==> src/shared/irq_seq_consts.svh <==
// constants for the interrupt sequencer: vector addresses, stack figures, timing
`ifndef IRQ_SEQ_CONSTS_SVH
`define IRQ_SEQ_CONSTS_SVH
`define VEC_RESET      14'h3FFE
`define VEC_TRAP       14'h3FFC
`define VEC_EXTERNAL   14'h3FFA
`define VEC_WIDE_TIMER 14'h3FF8
`define VEC_LINK       14'h3FF6
`define VEC_SERIAL     14'h3FF4
`define VEC_CORE_TIMER 14'h3FF2
`define VEC_GAUGE      14'h3FF0
`define STACK_BYTES    3'h5
`define SP_RESET       6'h3F
`define CCR_FIXED      8'hE0
`define CCR_MASK_BIT   3
`define STACK_OVERHEAD 10
`endif

==> src/shared/irq_seq_pkg.sv <==
// types for the interrupt sequencer
package irq_seq_pkg;
    typedef enum logic [2:0] {
        ST_RUN,
        ST_PUSH,
        ST_VEC_HI,
        ST_VEC_LO,
        ST_PULL
    } seq_state_e;

    // one bit per hardware cause, in descending vector order
    typedef struct packed {
        logic external_line_flag;
        logic port_edge_flag;
        logic wide_timer;
        logic serial_link_controller_source;
        logic serial_transfer_done_flag;
        logic core_timer_source;
        logic gauge_sync_flag;
    } hw_req_s;

    // cpu register image saved on entry
    typedef struct packed {
        logic [7:0]  condition_code_reg;
        logic [7:0]  acc;
        logic [7:0]  idx;
        logic [13:0] pc;
    } cpu_state_s;
endpackage

==> src/verilog/irq_sequencer.sv <==
// interrupt and exception sequencer for an 8-bit microcontroller core
`timescale 1ns/1ps
`include "irq_seq_consts.svh"

// Contract
// - hardware requests wait for instruction end
// - service only if source enabled, and mask clear unless the entry came from a trap
// - stack state, set mask, then pick source
// - highest vector address wins among pending hardware
// - vectors fetched from top sixteen bytes
// - reset loads top vector, sets mask
// - trap ignores mask, uses second vector
// - pending hardware served before trap
// - mask blocks hardware sources but reset, except that a trap entry still picks them
// - exactly eight interrupt causes recognised
// - external line and port edges share vector
// - wide timer flags share one vector
// - link controller has own vector
// - serial transfer done has own vector
// - core overflow and real time share
// - gauge sync lowest vector, lowest priority
// - latency bounded: instruction plus ten cycles
// - return pulls state, resumes saved pc
// - masked requests stay latched until served
// - each entry pushes five stack bytes
module irq_sequencer (
    input  wire logic                    SYS_CLK_I,
    input  wire logic                    RST_B_I,
    input  wire logic                    INT_RST_I,
    input  wire irq_seq_pkg::hw_req_s    REQ_I,
    input  wire irq_seq_pkg::hw_req_s    ENABLE_I,
    input  wire logic                    INSN_DONE_I,
    input  wire logic                    TRAP_I,
    input  wire logic                    RETURN_I,
    input  wire logic                    MASK_CLR_I,
    input  wire logic                    MASK_SET_I,
    input  wire irq_seq_pkg::cpu_state_s CPU_STATE_I,
    input  wire logic [7:0]              MEM_RDATA_I,
    output logic                         MEM_RD_O,
    output logic                         MEM_WR_O,
    output logic [13:0]                  MEM_ADDR_O,
    output logic [7:0]                   MEM_WDATA_O,
    output logic                         CPU_HOLD_O,
    output logic                         PC_LOAD_O,
    output logic [13:0]                  PC_O,
    output logic                         MASK_O,
    output logic [7:0]                   RESTORE_DATA_O,
    output logic                         RESTORE_VALID_O,
    output logic                         EXTERNAL_ACK_O
);
    // ==========================================================
    // reset release
    logic [1:0] rst_sync_r;
    logic       rst_n;
    always_ff @(posedge SYS_CLK_I or negedge RST_B_I) begin
        if (!RST_B_I) begin
            rst_sync_r <= 2'h0;
        end else begin
            rst_sync_r <= {rst_sync_r[0], 1'h1};
        end
    end
    assign rst_n = rst_sync_r[1];

    // ==========================================================
    // source selection
    function automatic logic [13:0] pick_vector(input irq_seq_pkg::hw_req_s r);
        logic [13:0] v;
        v = `VEC_TRAP;
        if (r.external_line_flag || r.port_edge_flag) begin
            v = `VEC_EXTERNAL;
        end else if (r.wide_timer) begin
            v = `VEC_WIDE_TIMER;
        end else if (r.serial_link_controller_source) begin
            v = `VEC_LINK;
        end else if (r.serial_transfer_done_flag) begin
            v = `VEC_SERIAL;
        end else if (r.core_timer_source) begin
            v = `VEC_CORE_TIMER;
        end else if (r.gauge_sync_flag) begin
            v = `VEC_GAUGE;
        end
        return v;
    endfunction

    irq_seq_pkg::seq_state_e state_r;
    logic                    mask_r;
    logic                    trap_r;
    logic                    boot_r;
    logic [2:0]              cnt_r;
    logic [5:0]              sp_r;
    logic [13:0]             vec_r;
    logic [7:0]              vhi_r;
    irq_seq_pkg::cpu_state_s save_r;

    // requests are levels held by the sources' own latches until cleared there
    irq_seq_pkg::hw_req_s live;
    logic                 hw_pend;
    logic                 take;
    logic [7:0]           push_byte;
    assign live      = REQ_I & ENABLE_I;
    assign hw_pend   = (|live) && !mask_r;
    // a trap that lost to hardware stays pending; the return itself must finish first
    assign take      = INSN_DONE_I &&
                       (hw_pend || TRAP_I || (trap_r && !RETURN_I));
    // push order: pc low, pc high, idx, acc, ccr
    assign push_byte = (cnt_r == 3'h0) ? save_r.pc[7:0] :
                       (cnt_r == 3'h1) ? {2'h0, save_r.pc[13:8]} :
                       (cnt_r == 3'h2) ? save_r.idx :
                       (cnt_r == 3'h3) ? save_r.acc :
                       (save_r.condition_code_reg | `CCR_FIXED);

    // ==========================================================
    // sequencer
    always_ff @(posedge SYS_CLK_I or negedge rst_n) begin
        if (!rst_n) begin
            state_r         <= irq_seq_pkg::ST_VEC_HI;
            vec_r           <= `VEC_RESET;
            mask_r          <= 1'h1;
            boot_r          <= 1'h1;
            trap_r          <= 1'h0;
            cnt_r           <= 3'h0;
            sp_r            <= `SP_RESET;
            vhi_r           <= 8'h00;
            save_r          <= '0;
            MEM_RD_O        <= 1'h0;
            MEM_WR_O        <= 1'h0;
            MEM_ADDR_O      <= 14'h0000;
            MEM_WDATA_O     <= 8'h00;
            CPU_HOLD_O      <= 1'h1;
            PC_LOAD_O       <= 1'h0;
            PC_O            <= 14'h0000;
            MASK_O          <= 1'h1;
            RESTORE_DATA_O  <= 8'h00;
            RESTORE_VALID_O <= 1'h0;
            EXTERNAL_ACK_O  <= 1'h0;
        end else begin
            MEM_RD_O        <= 1'h0;
            MEM_WR_O        <= 1'h0;
            PC_LOAD_O       <= 1'h0;
            RESTORE_VALID_O <= 1'h0;
            EXTERNAL_ACK_O  <= 1'h0;
            MASK_O          <= mask_r;
            if (INT_RST_I) begin
                state_r    <= irq_seq_pkg::ST_VEC_HI;
                vec_r      <= `VEC_RESET;
                mask_r     <= 1'h1;
                boot_r     <= 1'h1;
                trap_r     <= 1'h0;
                sp_r       <= `SP_RESET;
                CPU_HOLD_O <= 1'h1;
            end else begin
                case (state_r)
                    irq_seq_pkg::ST_RUN: begin
                        if (MASK_SET_I) begin
                            mask_r <= 1'h1;
                        end else if (MASK_CLR_I) begin
                            mask_r <= 1'h0;
                        end
                        if (take) begin
                            save_r     <= CPU_STATE_I;
                            trap_r     <= trap_r || TRAP_I;
                            cnt_r      <= 3'h0;
                            CPU_HOLD_O <= 1'h1;
                            state_r    <= irq_seq_pkg::ST_PUSH;
                        end else if (RETURN_I && INSN_DONE_I) begin
                            cnt_r      <= 3'h0;
                            CPU_HOLD_O <= 1'h1;
                            state_r    <= irq_seq_pkg::ST_PULL;
                        end
                    end
                    irq_seq_pkg::ST_PUSH: begin
                        MEM_WR_O    <= 1'h1;
                        MEM_ADDR_O  <= {6'h00, 2'h3, sp_r};
                        MEM_WDATA_O <= push_byte;
                        sp_r        <= sp_r - 6'h01;
                        cnt_r       <= cnt_r + 3'h1;
                        if (cnt_r == `STACK_BYTES - 3'h1) begin
                            mask_r  <= 1'h1;
                            // hardware wins over the trap
                            vec_r   <= (|live) ? pick_vector(live) : `VEC_TRAP;
                            trap_r  <= trap_r && (|live);
                            EXTERNAL_ACK_O <= (|live) && (pick_vector(live) == `VEC_EXTERNAL);
                            state_r <= irq_seq_pkg::ST_VEC_HI;
                        end
                    end
                    irq_seq_pkg::ST_VEC_HI: begin
                        MEM_RD_O   <= 1'h1;
                        MEM_ADDR_O <= vec_r;
                        cnt_r      <= 3'h0;
                        state_r    <= irq_seq_pkg::ST_VEC_LO;
                    end
                    irq_seq_pkg::ST_VEC_LO: begin
                        cnt_r <= cnt_r + 3'h1;
                        if (cnt_r == 3'h0) begin
                            MEM_RD_O   <= 1'h1;
                            MEM_ADDR_O <= vec_r | 14'h0001;
                            vhi_r      <= MEM_RDATA_I;
                        end else begin
                            PC_LOAD_O  <= 1'h1;
                            PC_O       <= {vhi_r[5:0], MEM_RDATA_I};
                            CPU_HOLD_O <= 1'h0;
                            boot_r     <= 1'h0;
                            state_r    <= irq_seq_pkg::ST_RUN;
                        end
                    end
                    irq_seq_pkg::ST_PULL: begin
                        // one read issued per cycle, data returned a cycle later
                        cnt_r <= cnt_r + 3'h1;
                        if (cnt_r < `STACK_BYTES) begin
                            MEM_RD_O   <= 1'h1;
                            MEM_ADDR_O <= {6'h00, 2'h3, sp_r + 6'h01};
                            sp_r       <= sp_r + 6'h01;
                        end
                        if (cnt_r != 3'h0) begin
                            RESTORE_VALID_O <= 1'h1;
                            RESTORE_DATA_O  <= MEM_RDATA_I;
                            if (cnt_r == 3'h1) begin
                                mask_r <= MEM_RDATA_I[`CCR_MASK_BIT];
                            end
                        end
                        if (cnt_r == `STACK_BYTES) begin
                            CPU_HOLD_O <= 1'h0;
                            state_r    <= irq_seq_pkg::ST_RUN;
                        end
                    end
                    default: begin
                        state_r <= irq_seq_pkg::ST_RUN;
                    end
                endcase
            end
        end
    end
endmodule

==> config.mk <==
export PLATFORM = sky130hd
export DESIGN_NAME = irq_sequencer
export DESIGN_NICKNAME = d
export VERILOG_FILES = /design/src/shared/irq_seq_pkg.sv /design/src/verilog/irq_sequencer.sv
export VERILOG_INCLUDE_DIRS = /design/src /design/src/shared
export SDC_FILE = /design/constraint.sdc
export NUM_CORES = 1
export LEC_CHECK = 0
export BUFFER_PORTS_ARGS = -buffer_cell sky130_fd_sc_hd__buf_2
export CAP_MARGIN = 15
export CORE_MARGIN = 3
export CORE_UTILIZATION = 45
export DETAILED_ROUTE_END_ITERATION = 10
export GPL_ROUTABILITY_DRIVEN = 1
export PLACE_DENSITY = 0.68
export SLEW_MARGIN = 20
export SYNTH_ARGS = -nofsm -noshare
export SYNTH_HDL_FRONTEND = slang
export SYNTH_SLANG_ARGS = --single-unit
==> constraint.sdc <==
create_clock -name SYS_CLK_I -period 4.34 [get_ports SYS_CLK_I]
set_clock_uncertainty 0.1 [all_clocks]
set_input_delay 0.217 -clock SYS_CLK_I [delete_from_list [all_inputs] [get_ports SYS_CLK_I]]
set_output_delay 0.217 -clock SYS_CLK_I [all_outputs]
set_load 0.1 [all_outputs]
# ---- Word level (Yosys, flattened, before mapping)
# Cells that the tools add are included.
dict set report word_totals {
  reg_bits 122
  output_inout_bits 51
  wordCells 155
}
dict set report classes {
  addsub 3
  order_cmp 1
  eq_ne 22
  mux 65
  n_bitwise 3
  n_reduce_logical 38
}
# operator count
set ops {}
lappend ops {{$mux 14} 13}
lappend ops {{$pmux 14 s4} 1}
lappend ops {{$mux 8} 4}
lappend ops {{$mux 1} 28}
lappend ops {{$mux 3} 8}
lappend ops {{$ne 3x3->1 const B} 8}
lappend ops {{$reduce_and 3->1} 6}
lappend ops {{$pmux 3 s5} 1}
lappend ops {{$eq 14x14->1 const B} 1}
lappend ops {{$eq 3x2->1 const B} 4}
lappend ops {{$mux 6} 2}
lappend ops {{$pmux 6 s2} 1}
lappend ops {{$reduce_and 4->1} 3}
lappend ops {{$reduce_bool 3->1} 4}
lappend ops {{$reduce_bool 4->1} 3}
lappend ops {{$eq 3x3->1 const B} 3}
lappend ops {{$pmux 1 s3} 3}
lappend ops {{$pmux 3 s3} 1}
lappend ops {{$mux 4} 2}
lappend ops {{$ne 4x4->1 const B} 2}
lappend ops {{$and 7x7->7} 1}
lappend ops {{$reduce_or 7->1} 1}
lappend ops {{$add 6x1->6 const B} 1}
lappend ops {{$eq 3x1->1 const B} 2}
lappend ops {{14 further kinds} 29}

# ---- Logic depth before layout (Yosys ltp)
dict set report logic_depth {
  word_depth 15
  mapped_depth 8
}

# ---- Least setup slack after synthesis
# No wires, ideal clock.
dict set report synth_path {
  kind {register to register}
  start {reg sp_r[0]}
  end {reg MEM_ADDR_O[1]}
  arrival_ps 1856
  required_time_ps 4115
  setup_slack_ps 2259
  path_stages_with_launch 8
  path_buffers 1
  synth_period_minus_slack_ps 2081
  cell_sequence {dfstp_2 -> clkbuf_1 -> inv_1 -> ha_1 -> or3_1 -> o211ai_1 -> o21ai_0 -> mux2_2}
}
dict set report synth_between {
  elab_chain_cells 3
}
# element line_no
set synth_rtl {}
lappend synth_rtl {{start, declared} irq_sequencer.sv:90} ;# logic [5:0] sp_r;
lappend synth_rtl {{start signal, assigned} irq_sequencer.sv:122} ;# sp_r <= `SP_RESET;
lappend synth_rtl {{start signal, assigned} irq_sequencer.sv:149} ;# sp_r <= `SP_RESET;
lappend synth_rtl {{start signal, assigned} irq_sequencer.sv:175} ;# sp_r <= sp_r - 6'h01;
lappend synth_rtl {{$add 6x1->6} irq_sequencer.sv:211} ;# MEM_ADDR_O <= {6'h00, 2'h3, sp_r + 6'h01};
lappend synth_rtl {{$mux 14} irq_sequencer.sv:209} ;# if (cnt_r < `STACK_BYTES) begin
lappend synth_rtl {{$pmux 14 s4} irq_sequencer.sv:152} ;# case (state_r)
lappend synth_rtl {{end signal, assigned} irq_sequencer.sv:173} ;# MEM_ADDR_O <= {6'h00, 2'h3, sp_r};
lappend synth_rtl {{end signal, assigned} irq_sequencer.sv:188} ;# MEM_ADDR_O <= vec_r;
lappend synth_rtl {{end signal, assigned} irq_sequencer.sv:211}
lappend synth_rtl {{end, declared} irq_sequencer.sv:41} ;# output logic [13:0] MEM_ADDR_O,
# No other way between the ends. The select of a mux whose other input is x is not followed.
# A chain may end at the register's enable or synchronous reset.

# ---- Worst setup path in the final report
dict set report layout_path {
  start {reg cnt_r[0]}
  end {reg vhi_r[0]}
}
dict set report layout_between {
  elab_chain_cells 2
}
# element line_no
set layout_rtl {}
lappend layout_rtl {{start, declared} irq_sequencer.sv:89} ;# logic [2:0] cnt_r;
lappend layout_rtl {{start signal, assigned} irq_sequencer.sv:176} ;# cnt_r <= cnt_r + 3'h1;
lappend layout_rtl {{start signal, assigned} irq_sequencer.sv:193} ;# cnt_r <= cnt_r + 3'h1;
lappend layout_rtl {{start signal, assigned} irq_sequencer.sv:208} ;# cnt_r <= cnt_r + 3'h1;
lappend layout_rtl {{$logic_not 3->1} irq_sequencer.sv:194} ;# if (cnt_r == 3'h0) begin
lappend layout_rtl {{$reduce_and 3->1 (no line)} n/a}
lappend layout_rtl {{end signal, assigned} irq_sequencer.sv:123} ;# vhi_r <= 8'h00;
lappend layout_rtl {{end signal, assigned} irq_sequencer.sv:197} ;# vhi_r <= MEM_RDATA_I;
lappend layout_rtl {{end, declared} irq_sequencer.sv:92} ;# logic [7:0] vhi_r;
# No other way between the ends.

==> impl_metrics.tcl <==
set metrics [dict create \
    status "finished, final reports clean" \
    slew_viol_final 0 \
    post_cts_buffers 0 \
    overflow 0 \
    synth_top_area_frac 0.431 \
    p_total_w 0.00515 \
    hold_path.startpoint "CPU_STATE_I[10]" \
    p_leak_nw 2.89 \
    cts_tree "built" \
    track_usage 0.189 \
    cts_made_buffers 9 \
    die-area_um2 13200 \
    setup_viol 0 \
    path_class "flip-flop to flip-flop" \
    final_area_um2 6430 \
    drt_first_pass_iters 4 \
    synth_edf_count 0 \
    syn_area_um2 5340 \
    antenna_found_initial 0 \
    synth-seq-cells 105 \
    dr_total_vias 3877 \
    netlist-cell-type-count 61 \
    required_ns 4.47 \
    gp_congestion 0.872 \
    period_needed_ns 2.94 \
    maxSlewHeadroom 0.296 \
    synth_nets 531 \
    hold_violations 0 \
    via_per_inst 5.38 \
    drt_first_iter_violations 163 \
    grt_pass1_wl_um 19800 \
    final_cells 720 \
    postPlaceCellArea_um2 5920 \
    htreeDepth 3 \
    cp-start-kind "flip-flop" \
    clkTransAtPathRegs_ns 0.07 \
    end_kind "flip-flop" \
    grt_pass1_vias 3834 \
    coreArea_um2 11500 \
    place_ws_ns 1.43 \
    clock_latency_ns 0.34 \
    rows 39 \
    path_max_fanout 13 \
    setup_ws_ns 1.40 \
    setup_tns_ns 0 \
    die_y_um 115 \
    rsz0062_at_grt "false" \
    period_share 0.677 \
    clock.fmax_ghz 0.340 \
    port_buffers 115 \
    synthTopCellsByArea "dfrtp_1 (43%), mux2_2 (8.7%), mux2_4 (8.4%)" \
    detail-route-antenna-nets 0 \
    grt_max_degree 82 \
    clock_tree.root_cell "clkbuf_16" \
    ys_async_sr_fraction 1.00 \
    worstMarginPinSlew_ns 1.05 \
    nets 647 \
    maxCapViolCount 0 \
    holdPathStages 2 \
    antenna_cells 0 \
    irDropWorstVdd_v 0.000525 \
    cts_sinks 105 \
    min_to "save_r[10]$_DFFE_PN0P_" \
    dp_cells 685 \
    hold_class "input pin to flip-flop" \
    synth.avg_cell_area_um2 11.7 \
    r2r_slack_ns 1.40 \
    syn_inst 456 \
    route.detailed.drc 0 \
    power.density_nw_per_um2 800 \
    initial_core_util 0.463 \
    timing.rr.start "cnt_r[0]$_DFFE_PN0P_" \
    cts_resized 0 \
    wl_um 12200 \
    yosysSeqAreaShare 0.495 \
    pin_count 119 \
    crit_arrival_ns 3.07 \
    path_cells "inv_1 -> ha_1 -> nor2b_1 -> nand2_1 -> mux2_2" \
    timing.rr.end "vhi_r[0]$_DFFE_PN0P_" \
    synth_top_area_cell "dfrtp_1" \
    cpPeakStageDelay_ns 0.88 \
    cts.path.max_buffers 2 \
    die_width_um 115 \
    area_growth_pct 20.6 \
    post-dp-hpwl_um 8570 \
    cpMaxStageDelayCell "nor2b_1" \
    layout-drive-gt1-share 0.393 \
    ff2ff_path_depth 5 \
    yosys_warnings 0 \
    wire_per_inst_um 17.0 \
    ys.flop_type "dfrtp_1" \
]
-- worst max-delay path by stage --
stage / from / to / cells after the start
finish: cnt_r[0]$_DFFE_PN0P_ / vhi_r[0]$_DFFE_PN0P_ / 5
global route: cnt_r[0]$_DFFE_PN0P_ / vhi_r[3]$_DFFE_PN0P_ / 5
CTS: cnt_r[0]$_DFFE_PN0P_ / vhi_r[0]$_DFFE_PN0P_ / 5
detailed placement: cnt_r[0]$_DFFE_PN0P_ / vhi_r[2]$_DFFE_PN0P_ / 5
global placement: cnt_r[0]$_DFFE_PN0P_ / vhi_r[4]$_DFFE_PN0P_ / 5
floorplan: rst_sync_r[1]$_DFF_PN0_ / EXTERNAL_ACK_O$_DFF_PN0_ / 0
-- cell usage after synthesis (all sizes together), types with 4 or more instances --
| cell | n |
|---|---|
| buf | 15 |
| a211oi | 5 |
| a21oi | 35 |
| nand2b | 4 |
| dfstp | 13 |
| or3 | 4 |
| dfrtp | 92 |
| o31ai | 4 |
| clkbuf | 16 |
| nand4 | 6 |
| o21ai | 26 |
| inv | 12 |
| nand3 | 5 |
| a22oi | 6 |
| nor2b | 19 |
| nand2 | 20 |
| nor3 | 10 |
| nor3b | 4 |
| mux2 | 71 |
| nor2 | 22 |
| ha | 7 |
| mux2i | 15 |
-- critical path: cells and delay by family (launching register included) --
family | cells | cell delay [ns]
simple gates | 2 | 1.38
flops | 1 | 0.45
mux | 1 | 0.41
fa+ha+maj | 1 | 0.35
buf+inv | 1 | 0.13
-- area by class of cell --
type | instances | area [um2]
Tap cell | 143 | 179
Inverter | 13 | 48.8
Multi-Input combinational cell | 307 | 2450
Timing Repair Buffer | 136 | 798
Sequential cell | 105 | 2650
Clock buffer | 15 | 298
Fill cell | 998 | 5080
Clock inverter | 1 | 7.51
-- registers in the layout, summed over array words and instances, names as in the netlist, 6 cells and up --
signal	flops
RESTORE_DATA_O	8
MEM_WDATA_O	8
save_r	35
MEM_ADDR_O	8
sp_r	6
vhi_r	6
PC_O	14
-- through the flow --
| step | util | hold slack, ns |
|---|---|---|
| 3_5_place_dp | 0.514 | -0.0967 |
| 5_1_grt | 0.559 | 0.00687 |
| 6_report | 0.559 | 0.0124 |
| 4_1_cts | 0.556 | 0.00187 |
| 2_1_floorplan | - | -0.179 |
| 3_3_place_gp | 0.514 | -0.0977 |
-- cells by family (layout without fill, tap and decap cells) --
logic type / count (synthesis) / in the layout / synth area share
simple gates: 108 / 108 / 0.113
flops: 105 / 105 / 0.495
compound gates: 102 / 102 / 0.126
mux: 86 / 86 / 0.199
buf+inv: 44 / 165 / 0.0445
fa+ha+maj: 7 / 7 / 0.0164
xor+xnor: 3 / 3 / 0.00492
other cells: 1 / 1 / 0.000703
-- layout by cell type, fill, tap and decap left out, types with 2 or more instances in the layout --
cell type and n:
a2111o_1 2, a211o_1 2, a211oi_1 5, a21oi_1 33, a21oi_4 2, a22oi_1 6
a32o_1 2, and4_1 2, buf_2 115, buf_4 2, clkbuf_16 9, clkbuf_8 5
dfrtp_1 91, dfstp_2 13, dlygate4sd3_1 18, ha_1 7, inv_1 12, mux2_2 41
mux2_4 30, mux2i_1 15, nand2_1 20, nand2b_1 4, nand3_1 5, nand4_1 6
nor2_1 22, nor2b_1 19, nor3_1 9, nor3b_1 3, nor4b_1 3, o211ai_1 3
o21a_1 2, o21ai_0 25, o21bai_1 3, o31ai_1 4, or3_1 4, or4_1 2
xnor2_1 3
-- report_power, final --
group	leakage, nW	internal [W]	total [W]	switching, W
Sequential	1.26	0.00136	0.00167	0.000311
Combinational	1.48	0.000745	0.00266	0.00192
Clock	0.148	0.000468	0.000814	0.000346
Total	2.89	0.00257	0.00515	0.00257
-- timing repair --
action,4_1_cts,5_1_grt
endpoints found under the setup margin,0,0
hold buffers,18,0
hold endpoints to repair,19,0
-- layer usage --
metal / routed length (um) / track usage
met5: 0 / 0
met4: 222 / 0.0759
met1: 5670 / 0.269
met2: 5840 / 0.289
met3: 470 / 0.0300
No activity file was read; power rests on OpenSTA's default activity.
